==> config.mk <==
export PLATFORM = sky130hd
export DESIGN_NAME = breaker_failure_unit
export DESIGN_NICKNAME = d
export VERILOG_FILES = /design/src/rtl/bf_pkg.sv /design/src/rtl/breaker_failure_unit.sv
export SDC_FILE = /design/constraint.sdc
export NUM_CORES = 1
export LEC_CHECK = 0
export BUFFER_PORTS_ARGS = -buffer_cell sky130_fd_sc_hd__buf_2
export CORE_MARGIN = 4
export CORE_UTILIZATION = 30
export CTS_BUF_LIST = sky130_fd_sc_hd__clkbuf_4 sky130_fd_sc_hd__clkbuf_8
export CTS_CLUSTER_DIAMETER = 80
export DETAILED_ROUTE_END_ITERATION = 10
export GPL_TIMING_DRIVEN = 0
export SYNTH_ARGS = -nofsm -noshare
export SYNTH_HDL_FRONTEND = slang
export SYNTH_SLANG_ARGS = --single-unit
==> constraint.sdc <==
create_clock -name sys_clk -period 2.6 [get_ports sys_clk]
set_input_delay 0.39 -clock sys_clk [delete_from_list [all_inputs] [get_ports sys_clk]]
set_output_delay 0.39 -clock sys_clk [all_outputs]
set_load 0.005 [all_outputs]
==> src/rtl/bf_pkg.sv <==
// Constants and types for the breaker failure supervision block
// Notes on behaviour
// Scheme picks current, position or both
// Current scheme: trip if current persists
// Position scheme: trip if not shown open
// Combined: trip only if both fail
// Timer keeps running after trigger drops
// Expiry without opening asserts backup trip
// Confirmed opening stops the timer
// Opening with trigger active means rejected
// Rejected holds while trigger stays, no retime
// All triggers gone returns to standby
// Lockout sets with the backup trip
// Lockout latched until acknowledge input
// Trigger mode selects trip sources
// Three extra start inputs always usable
// Mode none: only extra inputs start
// Triggers evaluated only enabled, unblocked
// Supervision time exceeds total clearing time
// Any phase at threshold means current flows
// Waiting and running flags exclusive
// Start is OR of sources and extras
package bf_pkg;
    localparam int unsigned CUR_W = 16;
    localparam int unsigned TMR_W = 24;
    localparam logic [1:0] SCHEME_CURRENT = 2'h0;
    localparam logic [1:0] SCHEME_POSITION = 2'h1;
    localparam logic [1:0] SCHEME_COMBINED = 2'h2;
    localparam logic [1:0] TRIG_ALL = 2'h0;
    localparam logic [1:0] TRIG_EXTERNAL = 2'h1;
    localparam logic [1:0] TRIG_CURRENT = 2'h2;
    localparam logic [1:0] TRIG_NONE = 2'h3;
    localparam logic [TMR_W-1:0] TMR_ZERO = 24'h000000;
    localparam logic [TMR_W-1:0] TMR_ONE = 24'h000001;
    localparam logic [2:0] SYNC_RST = 3'h0;
    // Avalon register byte addresses
    localparam logic [3:0] ADDR_CTRL = 4'h0;
    localparam logic [3:0] ADDR_TIME = 4'h4;
    localparam logic [3:0] ADDR_THRESH = 4'h8;
    localparam logic [3:0] ADDR_STATUS = 4'hC;
    // Control register fields
    localparam int unsigned CTRL_ENABLE = 0;
    localparam int unsigned CTRL_SCHEME_LO = 1;
    localparam int unsigned CTRL_TRIG_LO = 3;
    localparam int unsigned CTRL_ACK = 5;
    localparam logic [31:0] READ_ZERO = 32'h00000000;
    localparam logic [TMR_W-1:0] TIME_RESET = 24'h00FFFF;
    localparam logic [CUR_W-1:0] THRESH_RESET = 16'h0100;
    typedef enum logic [1:0] {
        ST_STANDBY = 2'b00,
        ST_RUNNING = 2'b01,
        ST_TRIPPED = 2'b11,
        ST_REJECTED = 2'b10
    } bf_state_t;
endpackage : bf_pkg

==> src/rtl/breaker_failure_unit.sv <==
// Breaker failure supervision with Avalon-MM register slave
module breaker_failure_unit
    import bf_pkg::*;
(
    input wire logic sys_clk,
    input wire logic nrst,
    input wire logic [3:0] avs_address,
    input wire logic avs_read,
    input wire logic avs_write,
    input wire logic [31:0] avs_writedata,
    output logic [31:0] avs_readdata,
    output logic avs_waitrequest,
    input wire logic [CUR_W-1:0] phase_current_a,
    input wire logic [CUR_W-1:0] phase_current_b,
    input wire logic [CUR_W-1:0] phase_current_c,
    input wire logic breaker_open_pin,
    input wire logic block_pin,
    input wire logic lockout_reset_pin,
    input wire logic every_assigned_trip_source,
    input wire logic external_trip_source,
    input wire logic overcurrent_trip_source,
    input wire logic extra_start_input_1,
    input wire logic extra_start_input_2,
    input wire logic extra_start_input_3,
    output logic failure_alarm,
    output logic lockout_latch,
    output logic timer_running_flag,
    output logic idle_waiting_flag,
    output logic rejected_flag
);
    typedef struct packed {
        bf_state_t st;
        logic [TMR_W-1:0] tmr;
        logic alarm;
        logic lock;
        logic enable;
        logic [1:0] scheme;
        logic [1:0] trig_mode;
        logic [TMR_W-1:0] sup_time;
        logic [CUR_W-1:0] thresh;
        logic [2:0] s_open;
        logic [2:0] s_blk;
        logic [2:0] s_rst;
        logic open_lvl;
        logic blk_lvl;
        logic rst_lvl;
        logic [31:0] rdata;
        logic wait_n;
        logic run;
        logic idle;
        logic rej;
    } state_t;

    state_t state_reg;
    state_t state_next;
    logic open_q;
    logic blk_q;
    logic rst_q;
    logic current_flows;
    logic pos_open;
    logic confirmed;
    logic start;
    logic mode_src;
    logic ack_wr;
    logic access;
    logic commit;

    // Pin levels taken from the filtered stage pairs
    always_comb
    begin
        open_q = state_reg.open_lvl;
        blk_q = state_reg.blk_lvl;
        rst_q = state_reg.rst_lvl;
    end

    // any phase flowing
    assign current_flows = (phase_current_a >= state_reg.thresh)
        | (phase_current_b >= state_reg.thresh)
        | (phase_current_c >= state_reg.thresh);
    assign pos_open = open_q;

    // scheme selects confirmation
    always_comb
    begin
        case (state_reg.scheme)
            SCHEME_CURRENT: confirmed = ~current_flows;
            SCHEME_POSITION: confirmed = pos_open;
            // combined needs both failing
            SCHEME_COMBINED: confirmed = ~current_flows | pos_open;
            default: confirmed = ~current_flows;
        endcase
    end

    // trip source selection
    always_comb
    begin
        case (state_reg.trig_mode)
            TRIG_ALL: mode_src = every_assigned_trip_source;
            TRIG_EXTERNAL: mode_src = external_trip_source;
            TRIG_CURRENT: mode_src = overcurrent_trip_source;
            // none leaves extras only
            default: mode_src = 1'b0;
        endcase
    end

    // combined start, R14 extras, R16 gating
    assign start = state_reg.enable & ~blk_q & (mode_src | extra_start_input_1
        | extra_start_input_2 | extra_start_input_3);

    // Accept on the first edge, writes land on the edge with waitrequest low
    assign access = (avs_read | avs_write) & ~state_reg.wait_n;
    assign commit = avs_write & state_reg.wait_n;
    assign ack_wr = commit & (avs_address == ADDR_CTRL)
        & avs_writedata[CTRL_ACK];

    // Next state: sync chains, supervision sequencer, registers
    always_comb
    begin
        state_next = state_reg;
        state_next.s_open = {state_reg.s_open[1:0], breaker_open_pin};
        state_next.s_blk = {state_reg.s_blk[1:0], block_pin};
        state_next.s_rst = {state_reg.s_rst[1:0], lockout_reset_pin};
        // A pin level moves only once stages two and three agree
        if (state_reg.s_open[1] == state_reg.s_open[2])
            state_next.open_lvl = state_reg.s_open[2];
        if (state_reg.s_blk[1] == state_reg.s_blk[2])
            state_next.blk_lvl = state_reg.s_blk[2];
        if (state_reg.s_rst[1] == state_reg.s_rst[2])
            state_next.rst_lvl = state_reg.s_rst[2];
        case (state_reg.st)
            ST_STANDBY:
            begin
                if (start)
                begin
                    state_next.st = ST_RUNNING;
                    state_next.tmr = state_reg.sup_time;
                end
            end
            ST_RUNNING:
            begin
                // opening stops timer
                if (confirmed)
                begin
                    // rejected if still triggered, R10 else standby
                    state_next.st = start ? ST_REJECTED : ST_STANDBY;
                end
                // expiry gives backup trip
                else if (state_reg.tmr <= TMR_ONE)
                begin
                    state_next.st = ST_TRIPPED;
                    state_next.alarm = 1'b1;
                    // lockout with trip
                    state_next.lock = 1'b1;
                    state_next.tmr = TMR_ZERO;
                end
                else
                begin
                    // counts regardless of trigger
                    state_next.tmr = state_reg.tmr - TMR_ONE;
                end
            end
            ST_TRIPPED:
            begin
                if (!start)
                begin
                    state_next.st = ST_STANDBY;
                    state_next.alarm = 1'b0;
                end
            end
            ST_REJECTED:
            begin
                // hold without retiming, R10 release
                if (!start)
                begin
                    state_next.st = ST_STANDBY;
                end
            end
            default: state_next.st = ST_STANDBY;
        endcase
        // one status flag each for standby, running and rejected, none for tripped, registered
        state_next.run = state_next.st == ST_RUNNING;
        state_next.idle = state_next.st == ST_STANDBY;
        state_next.rej = state_next.st == ST_REJECTED;
        // only acknowledge clears, trip set wins
        if ((rst_q | ack_wr) && !(state_next.alarm && !state_reg.alarm))
        begin
            state_next.lock = 1'b0;
        end
        // Avalon slave: one wait cycle, read answer loaded on first edge, write lands on second
        state_next.wait_n = access;
        state_next.rdata = READ_ZERO;
        if (access && avs_read)
        begin
            case (avs_address)
                ADDR_CTRL: state_next.rdata = {26'h0000000, 1'b0, state_reg.trig_mode,
                    state_reg.scheme, state_reg.enable};
                ADDR_TIME: state_next.rdata = {8'h00, state_reg.sup_time};
                ADDR_THRESH: state_next.rdata = {16'h0000, state_reg.thresh};
                ADDR_STATUS: state_next.rdata = {27'h0000000, state_reg.st == ST_REJECTED,
                    state_reg.st == ST_STANDBY, state_reg.st == ST_RUNNING,
                    state_reg.lock, state_reg.alarm};
                default: state_next.rdata = READ_ZERO;
            endcase
        end
        if (commit)
        begin
            case (avs_address)
                ADDR_CTRL:
                begin
                    state_next.enable = avs_writedata[CTRL_ENABLE];
                    state_next.scheme = avs_writedata[CTRL_SCHEME_LO +: 2];
                    state_next.trig_mode = avs_writedata[CTRL_TRIG_LO +: 2];
                end
                ADDR_TIME: state_next.sup_time = avs_writedata[TMR_W-1:0];
                ADDR_THRESH: state_next.thresh = avs_writedata[CUR_W-1:0];
                default: state_next.thresh = state_next.thresh;
            endcase
        end
    end

    // State register
    always_ff @(posedge sys_clk or negedge nrst)
    begin
        if (!nrst)
        begin
            state_reg.st <= ST_STANDBY;
            state_reg.tmr <= TMR_ZERO;
            state_reg.alarm <= 1'b0;
            state_reg.lock <= 1'b0;
            state_reg.enable <= 1'b0;
            state_reg.scheme <= SCHEME_CURRENT;
            state_reg.trig_mode <= TRIG_ALL;
            state_reg.sup_time <= TIME_RESET;
            state_reg.thresh <= THRESH_RESET;
            state_reg.s_open <= SYNC_RST;
            state_reg.s_blk <= SYNC_RST;
            state_reg.s_rst <= SYNC_RST;
            state_reg.rdata <= READ_ZERO;
            state_reg.wait_n <= 1'b0;
            state_reg.open_lvl <= 1'b0;
            state_reg.blk_lvl <= 1'b0;
            state_reg.rst_lvl <= 1'b0;
            state_reg.run <= 1'b0;
            state_reg.idle <= 1'b1;
            state_reg.rej <= 1'b0;
        end
        else
        begin
            state_reg <= state_next;
        end
    end

    // Outputs straight from flip-flops
    assign avs_readdata = state_reg.rdata;
    assign avs_waitrequest = ~state_reg.wait_n;
    assign failure_alarm = state_reg.alarm;
    assign lockout_latch = state_reg.lock;
    assign timer_running_flag = state_reg.run;
    assign idle_waiting_flag = state_reg.idle;
    assign rejected_flag = state_reg.rej;
endmodule : breaker_failure_unit

==> summary.txt, run 1 <==
Outcome
  • Outcome: complete, but fails checks
  • Failing checks: negative setup slack

Timing
  • Period utilisation layout: 100.4%
  • Setup Viol. Count Final: 1
  • Worst-Margin Slew: 992.6 ps
  • RSZ-0062 raised after global routing: yes
  • Min Tclk post-route: 2611 ps
  • Max-slew violations: 0
  • Peak Freq: 383.0 MHz
  • Worst slew margin: 33.21%
  • Setup TNS: -10.68 ps
  • Setup ws final: -10.68 ps
  • Worst hold slack: 41.99 ps
  • Final hold violation count: 0
  • Skew final: 10.66 ps

Logic synthesis
  • Ys async rst share: 100.0%
  • Post-Syn Instances: 640
  • Post-synthesis cell type count: 59
  • Top_reg_cell synth: dfrtp_1
  • Xor/xnor share of the synthesized area: 0.1350%
  • Largest family of logic cells by synthesized area: compound AO/OA/AOI/OAI gates
  • Seq cells post-synth: 113
  • Area share of fa/ha/maj cells after synthesis: 10.49%
  • Area share of and/or/nand/nor cells after synthesis: 14.73%
  • Ys Warns: 0
  • Post-synthesis mux area share: 5.495%
  • Top cell type's share of synthesized area: 36.63%
  • Yosys top cell by area: dfrtp_1
  • Synthesized area: 6490 um^2
  • Post-synth EDFFs: 0
  • Area contributors post-synth: dfrtp_1, ha_1, dfstp_2
  • Mean area per synthesized cell: 10.14 um^2
  • Seq/Total Area, Yosys: 43.92%
  • Synth Area in Compound Gates: 17.91%

Clock tree
  • CTS Buffer Depth: 2
  • CTS tree: yes
  • Worst skew pair latency: 450 ps
  • Root buffer cell: clkbuf_8
  • Worst-path clk slew: 80 ps
  • TritonCTS buffer count: 17
  • Clk sinks: 113
  • H-tree Lvls: 4

Global route
  • First-pass GRT wire length: 29.78 mm
  • Overall global routing resource usage: 15.56%
  • Initial antenna violation count: 0
  • Largest net degree at the start of global routing: 59
  • Vias in the first global route: 5590
  • Global route overflow: 0

Final layout
  • Max FFs per register: 75
  • Area growth, synth to finish: 28.07%
  • Diode count: 0
  • Share of cells above drive strength 1: 36.23%
  • Layout Cells excl Fill: 1092
  • Layout net count: 953

Place
  • Gpl congestion: 0.8457
  • DP HPWL: 13.86 mm
  • Place WS: -478.9 ps
  • Placed cell count: 1041
  • IO buf count: 118

Setup path
  • Critical path arrival: 2950 ps
  • Startpoint Class: flip-flop
  • Critical path required time: 2930 ps
  • Register-to-register setup slack: -10 ps
  • RR Startpoint: state_reg[63]$_DFFE_PN0P_
  • R2R cell count: 10
  • Setup Crit Path Kind: reg -> reg
  • Max FO, Critical Path: 7
  • Crit. End Element: flip-flop
  • R2R Path End: state_reg[95]$_DFFE_PN0P_

Pwr
  • Part of the power in registers: 31.9%
  • Internal: 4.630 mW
  • Pleak: 3.893 nW
  • Clock power frac: 22.3%
  • PD cells: 972.8 nW/um^2
  • Switching Share: 42.74%
  • Sw Pwr: 3.456 mW
  • Combinational fraction of design power: 45.8%
  • Worst vdd ir: 0.0004874 V

Floorplan
  • Num ports: 135
  • Chip height: 155.1 um
  • # rows: 53
  • Initial core utilization: 30.68%
  • Die span in x: 155.1 um
  • Core area: 21150 um^2
  • Die Area: 24050 um^2

Route
  • Avg Vias per Cell: 5.060
  • Wire per inst: 16.98 um
  • DR vias: 5525
  • ANT nets after route: 0
  • Violation count after the first detailed-route iteration: 335
  • Total Wirelength: 18.55 mm
  • Number of remaining DRC errors: 0
  • 1st-pass router iterations: 5

Min path
  • HP Class: in -> reg
  • WHS Endpoint: state_next[40]$_DFF_PN0_
  • Hold Crit Start: lockout_reset_pin
  • Hold depth: 1

Run
  • Max-cap viol count: 0
==> through the flow <==
stage	utilization, %	instance area, um^2	total power [mW]
floorplan	-	6516	4.718
detailed placement	35.38	7485	5.735
global placement	35.22	7451	5.666
global route	39.29	8312	8.639
CTS	38.26	8093	7.817
finish	39.29	8312	8.086
==> critical path: stages (launching register included) <==
cell,delay [ps]
dfrtp_1,390
inv_2,130
ha_4,220
a222oi_1,310
nand3_1,180
nor4_4,210
o311a_4,270
nand3_4,130
a31oi_4,210
buf_6,160
mux2_4,300
==> per-layer routing <==
metal / part of all wire, % / global-route usage (%) / routed length, um / vias up
li1: - / - / - / 2673
met1: 43 / 20.45 / 8051 / 2653
met2: 49 / 25.33 / 9048 / 184
met3: 6.6 / 4.228 / 1216 / 15
met4: 1.2 / 4.247 / 229 / 0
met5: 0 / 0 / 0 / -
==> cell usage after synthesis (4+ instances only) <==
| master | n |
|---|---|
| a21oi_1 | 31 |
| a22oi_1 | 23 |
| a31oi_1 | 7 |
| a32oi_1 | 5 |
| and2_1 | 22 |
| and3_1 | 7 |
| buf_2 | 5 |
| buf_4 | 33 |
| clkbuf_1 | 19 |
| dfrtp_1 | 95 |
| dfstp_2 | 18 |
| ha_1 | 52 |
| inv_1 | 27 |
| mux2_2 | 29 |
| nand2_1 | 49 |
| nand3_1 | 12 |
| nand4_1 | 7 |
| nor2_1 | 38 |
| nor2b_1 | 6 |
| nor3_1 | 11 |
| nor4_1 | 12 |
| o211ai_1 | 21 |
| o21ai_0 | 31 |
| o221ai_1 | 18 |
| o41ai_1 | 4 |
==> placed cells by master (no fill, tap or decap), types with 12 or more instances in the layout <==
master / n
a21oi_1: 31
a22oi_1: 23
and2_1: 22
buf_2: 121
buf_4: 45
clkbuf_1: 16
clkbuf_8: 17
dfrtp_1: 95
dfstp_2: 18
ha_1: 50
inv_1: 24
mux2_2: 28
nand2_1: 48
nor2_1: 37
o211ai_1: 21
o21ai_0: 31
o221ai_2: 12
==> how the worst max path moves through the flow <==
| stage | from | to | slack, ps | cells past startpoint |
|---|---|---|---|---|
| floorplan | state_reg[63]$_DFFE_PN0P_ | state_reg[95]$_DFFE_PN0P_ | 150 | 9 |
| global route | state_reg[63]$_DFFE_PN0P_ | state_reg[96]$_DFFE_PN0P_ | -180 | 11 |
| detailed placement | phase_current_a[15] | state_reg[106]$_DFFE_PN0P_ | -480 | 10 |
| CTS | state_reg[63]$_DFFE_PN0P_ | state_reg[95]$_DFFE_PN0P_ | -30 | 10 |
| finish | state_reg[63]$_DFFE_PN0P_ | state_reg[95]$_DFFE_PN0P_ | -10 | 10 |
| global placement | phase_current_a[15] | state_reg[106]$_DFFE_PN0P_ | -500 | 10 |
==> power groups by stage <==
stage / combinational (mW) / sequential (mW) / clock [mW]
floorplan: 2.24 / 2.48 / 0
global placement: 3.07 / 2.59 / 0
finish: 3.70 / 2.58 / 1.80
detailed placement: 3.14 / 2.60 / 0
CTS: 3.39 / 2.57 / 1.85
global route: 4.07 / 2.65 / 1.93
==> cell families (layout without fill, tap and decap cells) <==
| family | count (synthesis) | in the layout |
|---|---|---|
| and+or+nand+nor | 184 | 184 |
| AOI/OAI and AO/OA | 167 | 167 |
| DFF | 113 | 113 |
| buffers and inverters | 87 | 257 |
| adders and majority gates | 55 | 55 |
| muxes | 32 | 32 |
| other | 1 | 8 |
| xor gates and xnor gates | 1 | 1 |
==> cell type report <==
| cell class | instances | area (um^2) |
|---|---|---|
| buffer | 60 | 395.4 |
| clock buffer | 17 | 234.0 |
| clock inverter | 15 | 193.9 |
| fill | 2073 | 12840 |
| inverter | 27 | 101.3 |
| multi-input combinational | 447 | 3405 |
| sequential | 113 | 2850 |
| tap | 275 | 344.1 |
| timing repair buffer | 138 | 788.3 |
==> what timing repair did <==
item / 4_1_cts / 5_1_grt
setup buffers: 8 / 8
pin swaps: 5 / 6
hold endpoints to repair: 51 / 0
hold buffers: 1 / 0
setup endpoints to repair: 31 / 29
gates resized for setup: 23 / 30
gates cloned: 2 / 0
No activity file was read; power rests on OpenSTA's default activity.
==> run 2: changes to the inputs <==
- clock period: 2.6 -> 2.3 ns (I/O delays scaled with it)
==> summary.txt, run 2 (same netlist as run 1, synthesis figures left out) <==
Route
  • 1st-pass router iterations: 5 (unchanged)
  • Wire per inst: 16.82 um (-0.93%)
  • Number of remaining DRC errors: 0 (unchanged)
  • DR vias: 5579 (+0.98%)
  • ANT nets after route: 0 (unchanged)
  • Avg Vias per Cell: 5.086 (+0.52%)
  • Total Wirelength: 18.46 mm (-0.47%)
  • Violation count after the first detailed-route iteration: 313 (-6.6%)

Floorplan
  • # rows: 53 (unchanged)
  • Die span in x: 155.1 um (unchanged)
  • Num ports: 135 (unchanged)
  • Chip height: 155.1 um (unchanged)
  • Initial core utilization: 30.68% (unchanged)
  • Core area: 21150 um^2 (unchanged)
  • Die Area: 24050 um^2 (unchanged)

Timing
  • Final hold violation count: 0 (unchanged)
  • Setup ws final: -346.6 ps (-335.9 ps)
  • Max-slew violations: 0 (unchanged)
  • Peak Freq: 377.8 MHz (-1.4%)
  • Worst hold slack: 132.7 ps (+90.69 ps)
  • RSZ-0062 raised after global routing: yes
  • Worst-Margin Slew: 1010 ps (+17.31 ps)
  • Setup Viol. Count Final: 31 (+30)
  • Period utilisation layout: 115.1% (+15 points)
  • Min Tclk post-route: 2647 ps (+35.89 ps)
  • Worst slew margin: 32.05% (-1.2 points)
  • Skew final: 11.03 ps (+0.3780 ps)

Setup path
  • Startpoint Class: flip-flop
  • Critical path arrival: 2970 ps (+20 ps)
  • Critical path required time: 2620 ps (-310 ps)
  • Crit-path leading delay family: compound AO/OA/AOI/OAI gates
  • Slowest cell on the critical path: dfrtp_1
  • Buf+Inv Stages, Crit Path: 2 (unchanged)
  • CP peak stage delay: 400 ps (about the same)
  • Max FO, Critical Path: 6 (-1)
  • Setup Crit Path Kind: reg -> reg
  • Crit. End Element: flip-flop
  • Critical-path cell list: inv_2 > ha_4 > a222oi_1 > nand3_1 > nor4_4 > o311a_4 > nand3_4 > a31oi_4 > buf_6 > mux2_4

Place
  • Area after DPL: 7488 um^2 (about the same)
  • Gpl congestion: 0.8322 (-1.6%)
  • DP HPWL: 13.70 mm (-1.2%)
  • IO buf count: 118 (unchanged)

Pwr
  • Worst vdd ir: 0.0006545 V (+34%)
  • PD cells: 1095 nW/um^2 (+13%)
  • Power Total: 9.152 mW (+13%)
  • Pleak: 3.917 nW (+0.60%)

Final layout
  • Diode count: 0 (unchanged)
  • Most frequent cells in the layout: buf_2, dfrtp_1, nand2_1, buf_4, ha_1
  • Max FFs per register: 75 (unchanged)
  • Most common cell after layout, fill and taps aside: buf_2
  • Share of cells above drive strength 1: 36.13% (-0.099 points)
  • Area growth, synth to finish: 28.78%
  • Layout net count: 958 (+0.52%)
  • Post-layout instance area: 8358 um^2 (+0.56%)

Outcome
  • Outcome: complete, but fails checks
  • Failing checks: negative setup slack

Global route
  • First-pass GRT wire length: 30.32 mm (+1.8%)
  • Overall global routing resource usage: 15.75% (+0.19 points)
  • Vias in the first global route: 5717 (+2.3%)
  • Initial antenna violation count: 0 (unchanged)
  • Global route overflow: 0 (unchanged)
  • Largest net degree at the start of global routing: 100 (+69%)

Clock tree
  • Clk sinks: 113 (unchanged)
  • TritonCTS buffer count: 17 (unchanged)
  • H-tree Lvls: 4 (unchanged)
  • CTS Buffer Depth: 2 (unchanged)
  • Worst skew pair latency: 440 ps (about the same)
  • Worst-path clk slew: 80 ps (about the same)
  • Root buffer cell: clkbuf_8
  • CTS tree: yes

Min path
  • HP Class: in -> reg

Run
  • Max-cap viol count: 0 (unchanged)
[run 2: cell types whose count changed in the layout (fill, tap and decap cells not counted), sizes merged]
| cell | change |
|---|---|
| inv | +2 |
| clkinvlp | -2 |
| buf | +3 |
| dlygate4sd3 | +3 |
| bufinv | -2 |
| clkinv | +1 |
[run 2: timing repair]
action,4_1_cts,5_1_grt
hold endpoints to repair,17,0
hold buffers,4,0
setup endpoints to repair,31,31
pin swaps,4,6
gates resized for setup,40,17
cloned,1,0
setup buffers,13,7
[run 2: tightest hold or removal path: cells and delay by family]
family                 cells  cell delay [ps]
AO/OA/AOI/OAI              1               60
buffers and inverters      1              100
AND/OR/NAND/NOR            1               40
[run 2: path summary, 6_finish.rpt]
kind,to,cells after the start,slack [ps],from
setup / recovery,state_reg[95]$_DFFE_PN0P_,10,-350,state_reg[63]$_DFFE_PN0P_
hold / removal,state_reg[62]$_DFFE_PN0P_,3,130,avs_writedata[14]
setup reg to reg,state_reg[95]$_DFFE_PN0P_,10,-350,state_reg[63]$_DFFE_PN0P_
hold reg to reg,state_next[41]$_DFF_PN0_,0,360,state_next[40]$_DFF_PN0_
max in group asynchronous,idle_waiting_flag$_DFF_PN1_,3,1260,nrst
min in group asynchronous,avs_readdata[8]$_DFF_PN0_,2,290,nrst
[run 2: where the power goes]
part,leakage [nW],internal (mW),total [mW],switching [mW]
clock network,0.200,0.921,1.87,0.951
registers,1.42,2.47,2.93,0.461
logic,2.30,1.79,4.35,2.55
total,3.92,5.19,9.15,3.96
[run 2: area by class of cell]
class | instances | area (um^2)
timing repair buffer | 143 | 833.3
tap | 275 | 344.1
multi-input combinational | 447 | 3432
clock buffer | 18 | 247.7
inverter | 27 | 103.9
clock inverter | 14 | 143.9
sequential | 113 | 2850
buffer | 60 | 402.9
fill | 2080 | 12800
[run 2: per-stage QoR]
step                      worst slack, ps  cells  utilization, %  setup TNS, ps
after CTS                          -354.8   1091           38.87          -8879
after floorplan                    0.2989    647               -              0
final                              -346.6   1097           39.51          -8589
after global routing               -563.6   1097           39.51         -14830
after global placement             -687.0   1040           35.24         -81600
after detailed placement           -668.1   1041           35.40         -25260
[run 2: metal layers]
| layer | vias up | part of all wire, % | wire (um) | GRT usage, % |
|---|---|---|---|---|
| met5 | - | 0 | 0 | 0 |
| met4 | 0 | 2.1 | 390 | 5.088 |
| met3 | 26 | 5.6 | 1034 | 4.200 |
| met2 | 169 | 48 | 8874 | 25.22 |
| met1 | 2705 | 44 | 8158 | 20.77 |
| li1 | 2679 | - | - | - |
==> run 3: changes to the inputs <==
- REMOVE_ABC_BUFFERS: unset -> 1
==> summary.txt, run 3 (same netlist as run 1, synthesis figures left out) <==
Place
  • Gpl congestion: 0.7970 (-4.2%)
  • DP HPWL: 12.25 mm (-11%)
  • IO buf count: 118 (unchanged)
  • Placed cell count: 982 (-5.7%)

Pwr
  • Worst vdd ir: 0.0005437 V (-17%)
  • Internal: 5.662 mW (+9.1%)
  • Clock power frac: 20.2% (-0.3 points)
  • PD cells: 1167 nW/um^2 (+6.6%)
  • Part of the power in registers: 30.0% (-2.1 points)
  • Pleak: 3.833 nW (-2.1%)
  • Power Total: 9.866 mW (+7.8%)
  • Sw Pwr: 4.204 mW (+6.1%)
  • Combinational fraction of design power: 49.8% (+2.3 points)
  • Switching Share: 42.61% (-0.70 points)

Timing
  • Max-slew violations: 0 (unchanged)
  • Setup ws final: -375.9 ps (-29.34 ps)
  • RSZ-0062 raised after global routing: yes
  • Worst hold slack: 119.7 ps (-13.01 ps)
  • Final hold violation count: 0 (unchanged)
  • Min Tclk post-route: 2676 ps (+29.34 ps)
  • Skew final: 9.681 ps (-1.353 ps)
  • Period utilisation layout: 116.3% (+1.3 points)
  • Setup Viol. Count Final: 31 (unchanged)
  • Worst-Margin Slew: 1077 ps (+67.26 ps)
  • Setup TNS: -10040 ps (-1449 ps)
  • Peak Freq: 373.7 MHz (-1.1%)
  • Worst slew margin: 27.53% (-4.5 points)

Run
  • Max-cap viol count: 0 (unchanged)

Route
  • Number of remaining DRC errors: 0 (unchanged)
  • Avg Vias per Cell: 5.270 (+3.6%)
  • Total Wirelength: 19.46 mm (+5.5%)
  • ANT nets after route: 0 (unchanged)
  • 1st-pass router iterations: 5 (unchanged)
  • Wire per inst: 18.41 um (+9.4%)
  • DR vias: 5570 (-0.16%)
  • Violation count after the first detailed-route iteration: 426 (+36%)

Floorplan
  • Initial core utilization: 30.68% (unchanged)
  • Num ports: 135 (unchanged)
  • Chip height: 155.1 um (unchanged)
  • Die span in x: 155.1 um (unchanged)
  • # rows: 53 (unchanged)
  • Core area: 21150 um^2 (unchanged)
  • Die Area: 24050 um^2 (unchanged)

Clock tree
  • Worst skew pair latency: 440 ps (about the same)
  • CTS Buffer Depth: 2 (unchanged)
  • Root buffer cell: clkbuf_8
  • TritonCTS buffer count: 17 (unchanged)
  • Worst-path clk slew: 70 ps (about the same)
  • Clk sinks: 113 (unchanged)
  • H-tree Lvls: 4 (unchanged)
  • CTS tree: yes

Global route
  • Vias in the first global route: 5630 (-1.5%)
  • First-pass GRT wire length: 30.48 mm (+0.52%)
  • Largest net degree at the start of global routing: 94 (-6.0%)
  • Initial antenna violation count: 0 (unchanged)
  • Overall global routing resource usage: 15.99% (+0.25 points)
  • Global route overflow: 0 (unchanged)

Final layout
  • Layout Cells excl Fill: 1057 (-3.6%)
  • Share of cells above drive strength 1: 37.98% (+1.8 points)
  • Most common cell after layout, fill and taps aside: buf_2
  • Diode count: 0 (unchanged)
  • Area growth, synth to finish: 30.29%
  • Max FFs per register: 75 (unchanged)
  • Most frequent cells in the layout: buf_2, dfrtp_1, ha_1
  • Layout net count: 918 (-4.2%)
  • Filler cell count: 2064 (-0.77%)

Setup path
  • Startpoint Class: flip-flop
  • Register-to-register setup slack: -380 ps (-30 ps)
  • Setup Crit Path Kind: reg -> reg
  • Crit. End Element: flip-flop
  • Critical path required time: 2620 ps (about the same)
  • R2R cell count: 12 (+2)
  • R2R Path End: state_reg[115]$_DFFE_PN0P_
  • Critical path arrival: 2990 ps (+20 ps)
  • RR Startpoint: state_reg[56]$_DFFE_PN1P_
  • Max FO, Critical Path: 5 (-1)

Outcome
  • Failing checks: negative setup slack
  • Outcome: complete, but fails checks

Min path
  • WHS Endpoint: state_reg[62]$_DFFE_PN0P_
  • Hold Crit Start: avs_writedata[14]
  • HP Class: in -> reg
  • Hold depth: 3 (unchanged)
[run 3: cell count changes in the layout (fill, tap and decap cells not counted), moves of 3 or more]
cell and delta:
clkbuf_1 -16, buf_8 -3, buf_4 -32, o221ai_2 +11, clkinv_2 +3, o221ai_1 -11
buf_6 +3, inv_6 -7, buf_12 +6, buf_2 -4, a31oi_1 -3, nor2_1 -3
[run 3: cell type report]
type / instances / area [um^2] / area share, %
Tap cell: 275 / 344.1 / 4.069
Clock buffer: 22 / 284.0 / 3.359
Multi-Input combinational cell: 455 / 3709 / 43.86
Clock inverter: 10 / 133.9 / 1.583
Inverter: 27 / 103.9 / 1.228
Sequential cell: 113 / 2850 / 33.71
Timing Repair Buffer: 155 / 1031 / 12.19
[run 3: power by group through the flow]
stage,Clock [mW],Sequential [mW],Combinational (mW)
3_3_place_gp,0,2.95,3.27
5_1_grt,2.14,3.03,5.30
4_1_cts,2.05,2.95,4.42
6_report,1.99,2.96,4.91
3_5_place_dp,0,2.96,3.33
2_1_floorplan,0,2.83,2.36
[run 3: through the flow]
stage                     utilization [%]  worst slack (ps)  instance area, um^2
after floorplan                         -            -507.8                 6146
final                               39.97            -375.9                 8456
after global routing                39.97            -547.5                 8456
after global placement              33.47             -1387                 7081
after detailed placement            33.73             -1434                 7134
after CTS                           38.98            -346.9                 8245
[run 3: worst max-delay path by stage]
stage	startpoint	end	slack [ps]	cells after the start
after detailed placement	state_reg[63]$_DFFE_PN0P_	state_reg[95]$_DFFE_PN0P_	-1430	9
after global placement	state_reg[63]$_DFFE_PN0P_	state_reg[95]$_DFFE_PN0P_	-1390	9
after floorplan	state_reg[63]$_DFFE_PN0P_	state_reg[95]$_DFFE_PN0P_	-510	9
after global routing	state_reg[63]$_DFFE_PN0P_	state_reg[96]$_DFFE_PN0P_	-550	11
final	state_reg[56]$_DFFE_PN1P_	state_reg[115]$_DFFE_PN0P_	-380	12
after CTS	state_reg[63]$_DFFE_PN0P_	state_reg[106]$_DFFE_PN0P_	-350	10
[run 3: routing by layer]
metal | part of all wire (%) | vias to the layer above | global-route usage [%]
li1 | - | 2618 | -
met1 | 45 | 2689 | 21.51
met2 | 47 | 231 | 24.97
met3 | 6.4 | 32 | 4.312
met4 | 1.8 | 0 | 5.383
met5 | 0 | - | 0
[run 3: critical path, stage by stage, from the launching register on]
cell and delay [ps]:
dfstp_2 540, inv_2 60, ha_1 270, nand4_1 100, nor2_2 160, o41ai_2 110, o311a_4 350, buf_4 150
buf_6 110, buf_4 130, a31o_4 240, o211ai_1 210, o221ai_2 130
[run 3: timing repair]
action | CTS | global route
hold buffers | 4 | 0
setup buffers | 23 | 7
cloned | 8 | 1
pin swaps | 15 | 5
setup endpoints to repair | 55 | 55
gates resized for setup | 62 | 20
hold endpoints to repair | 23 | 0
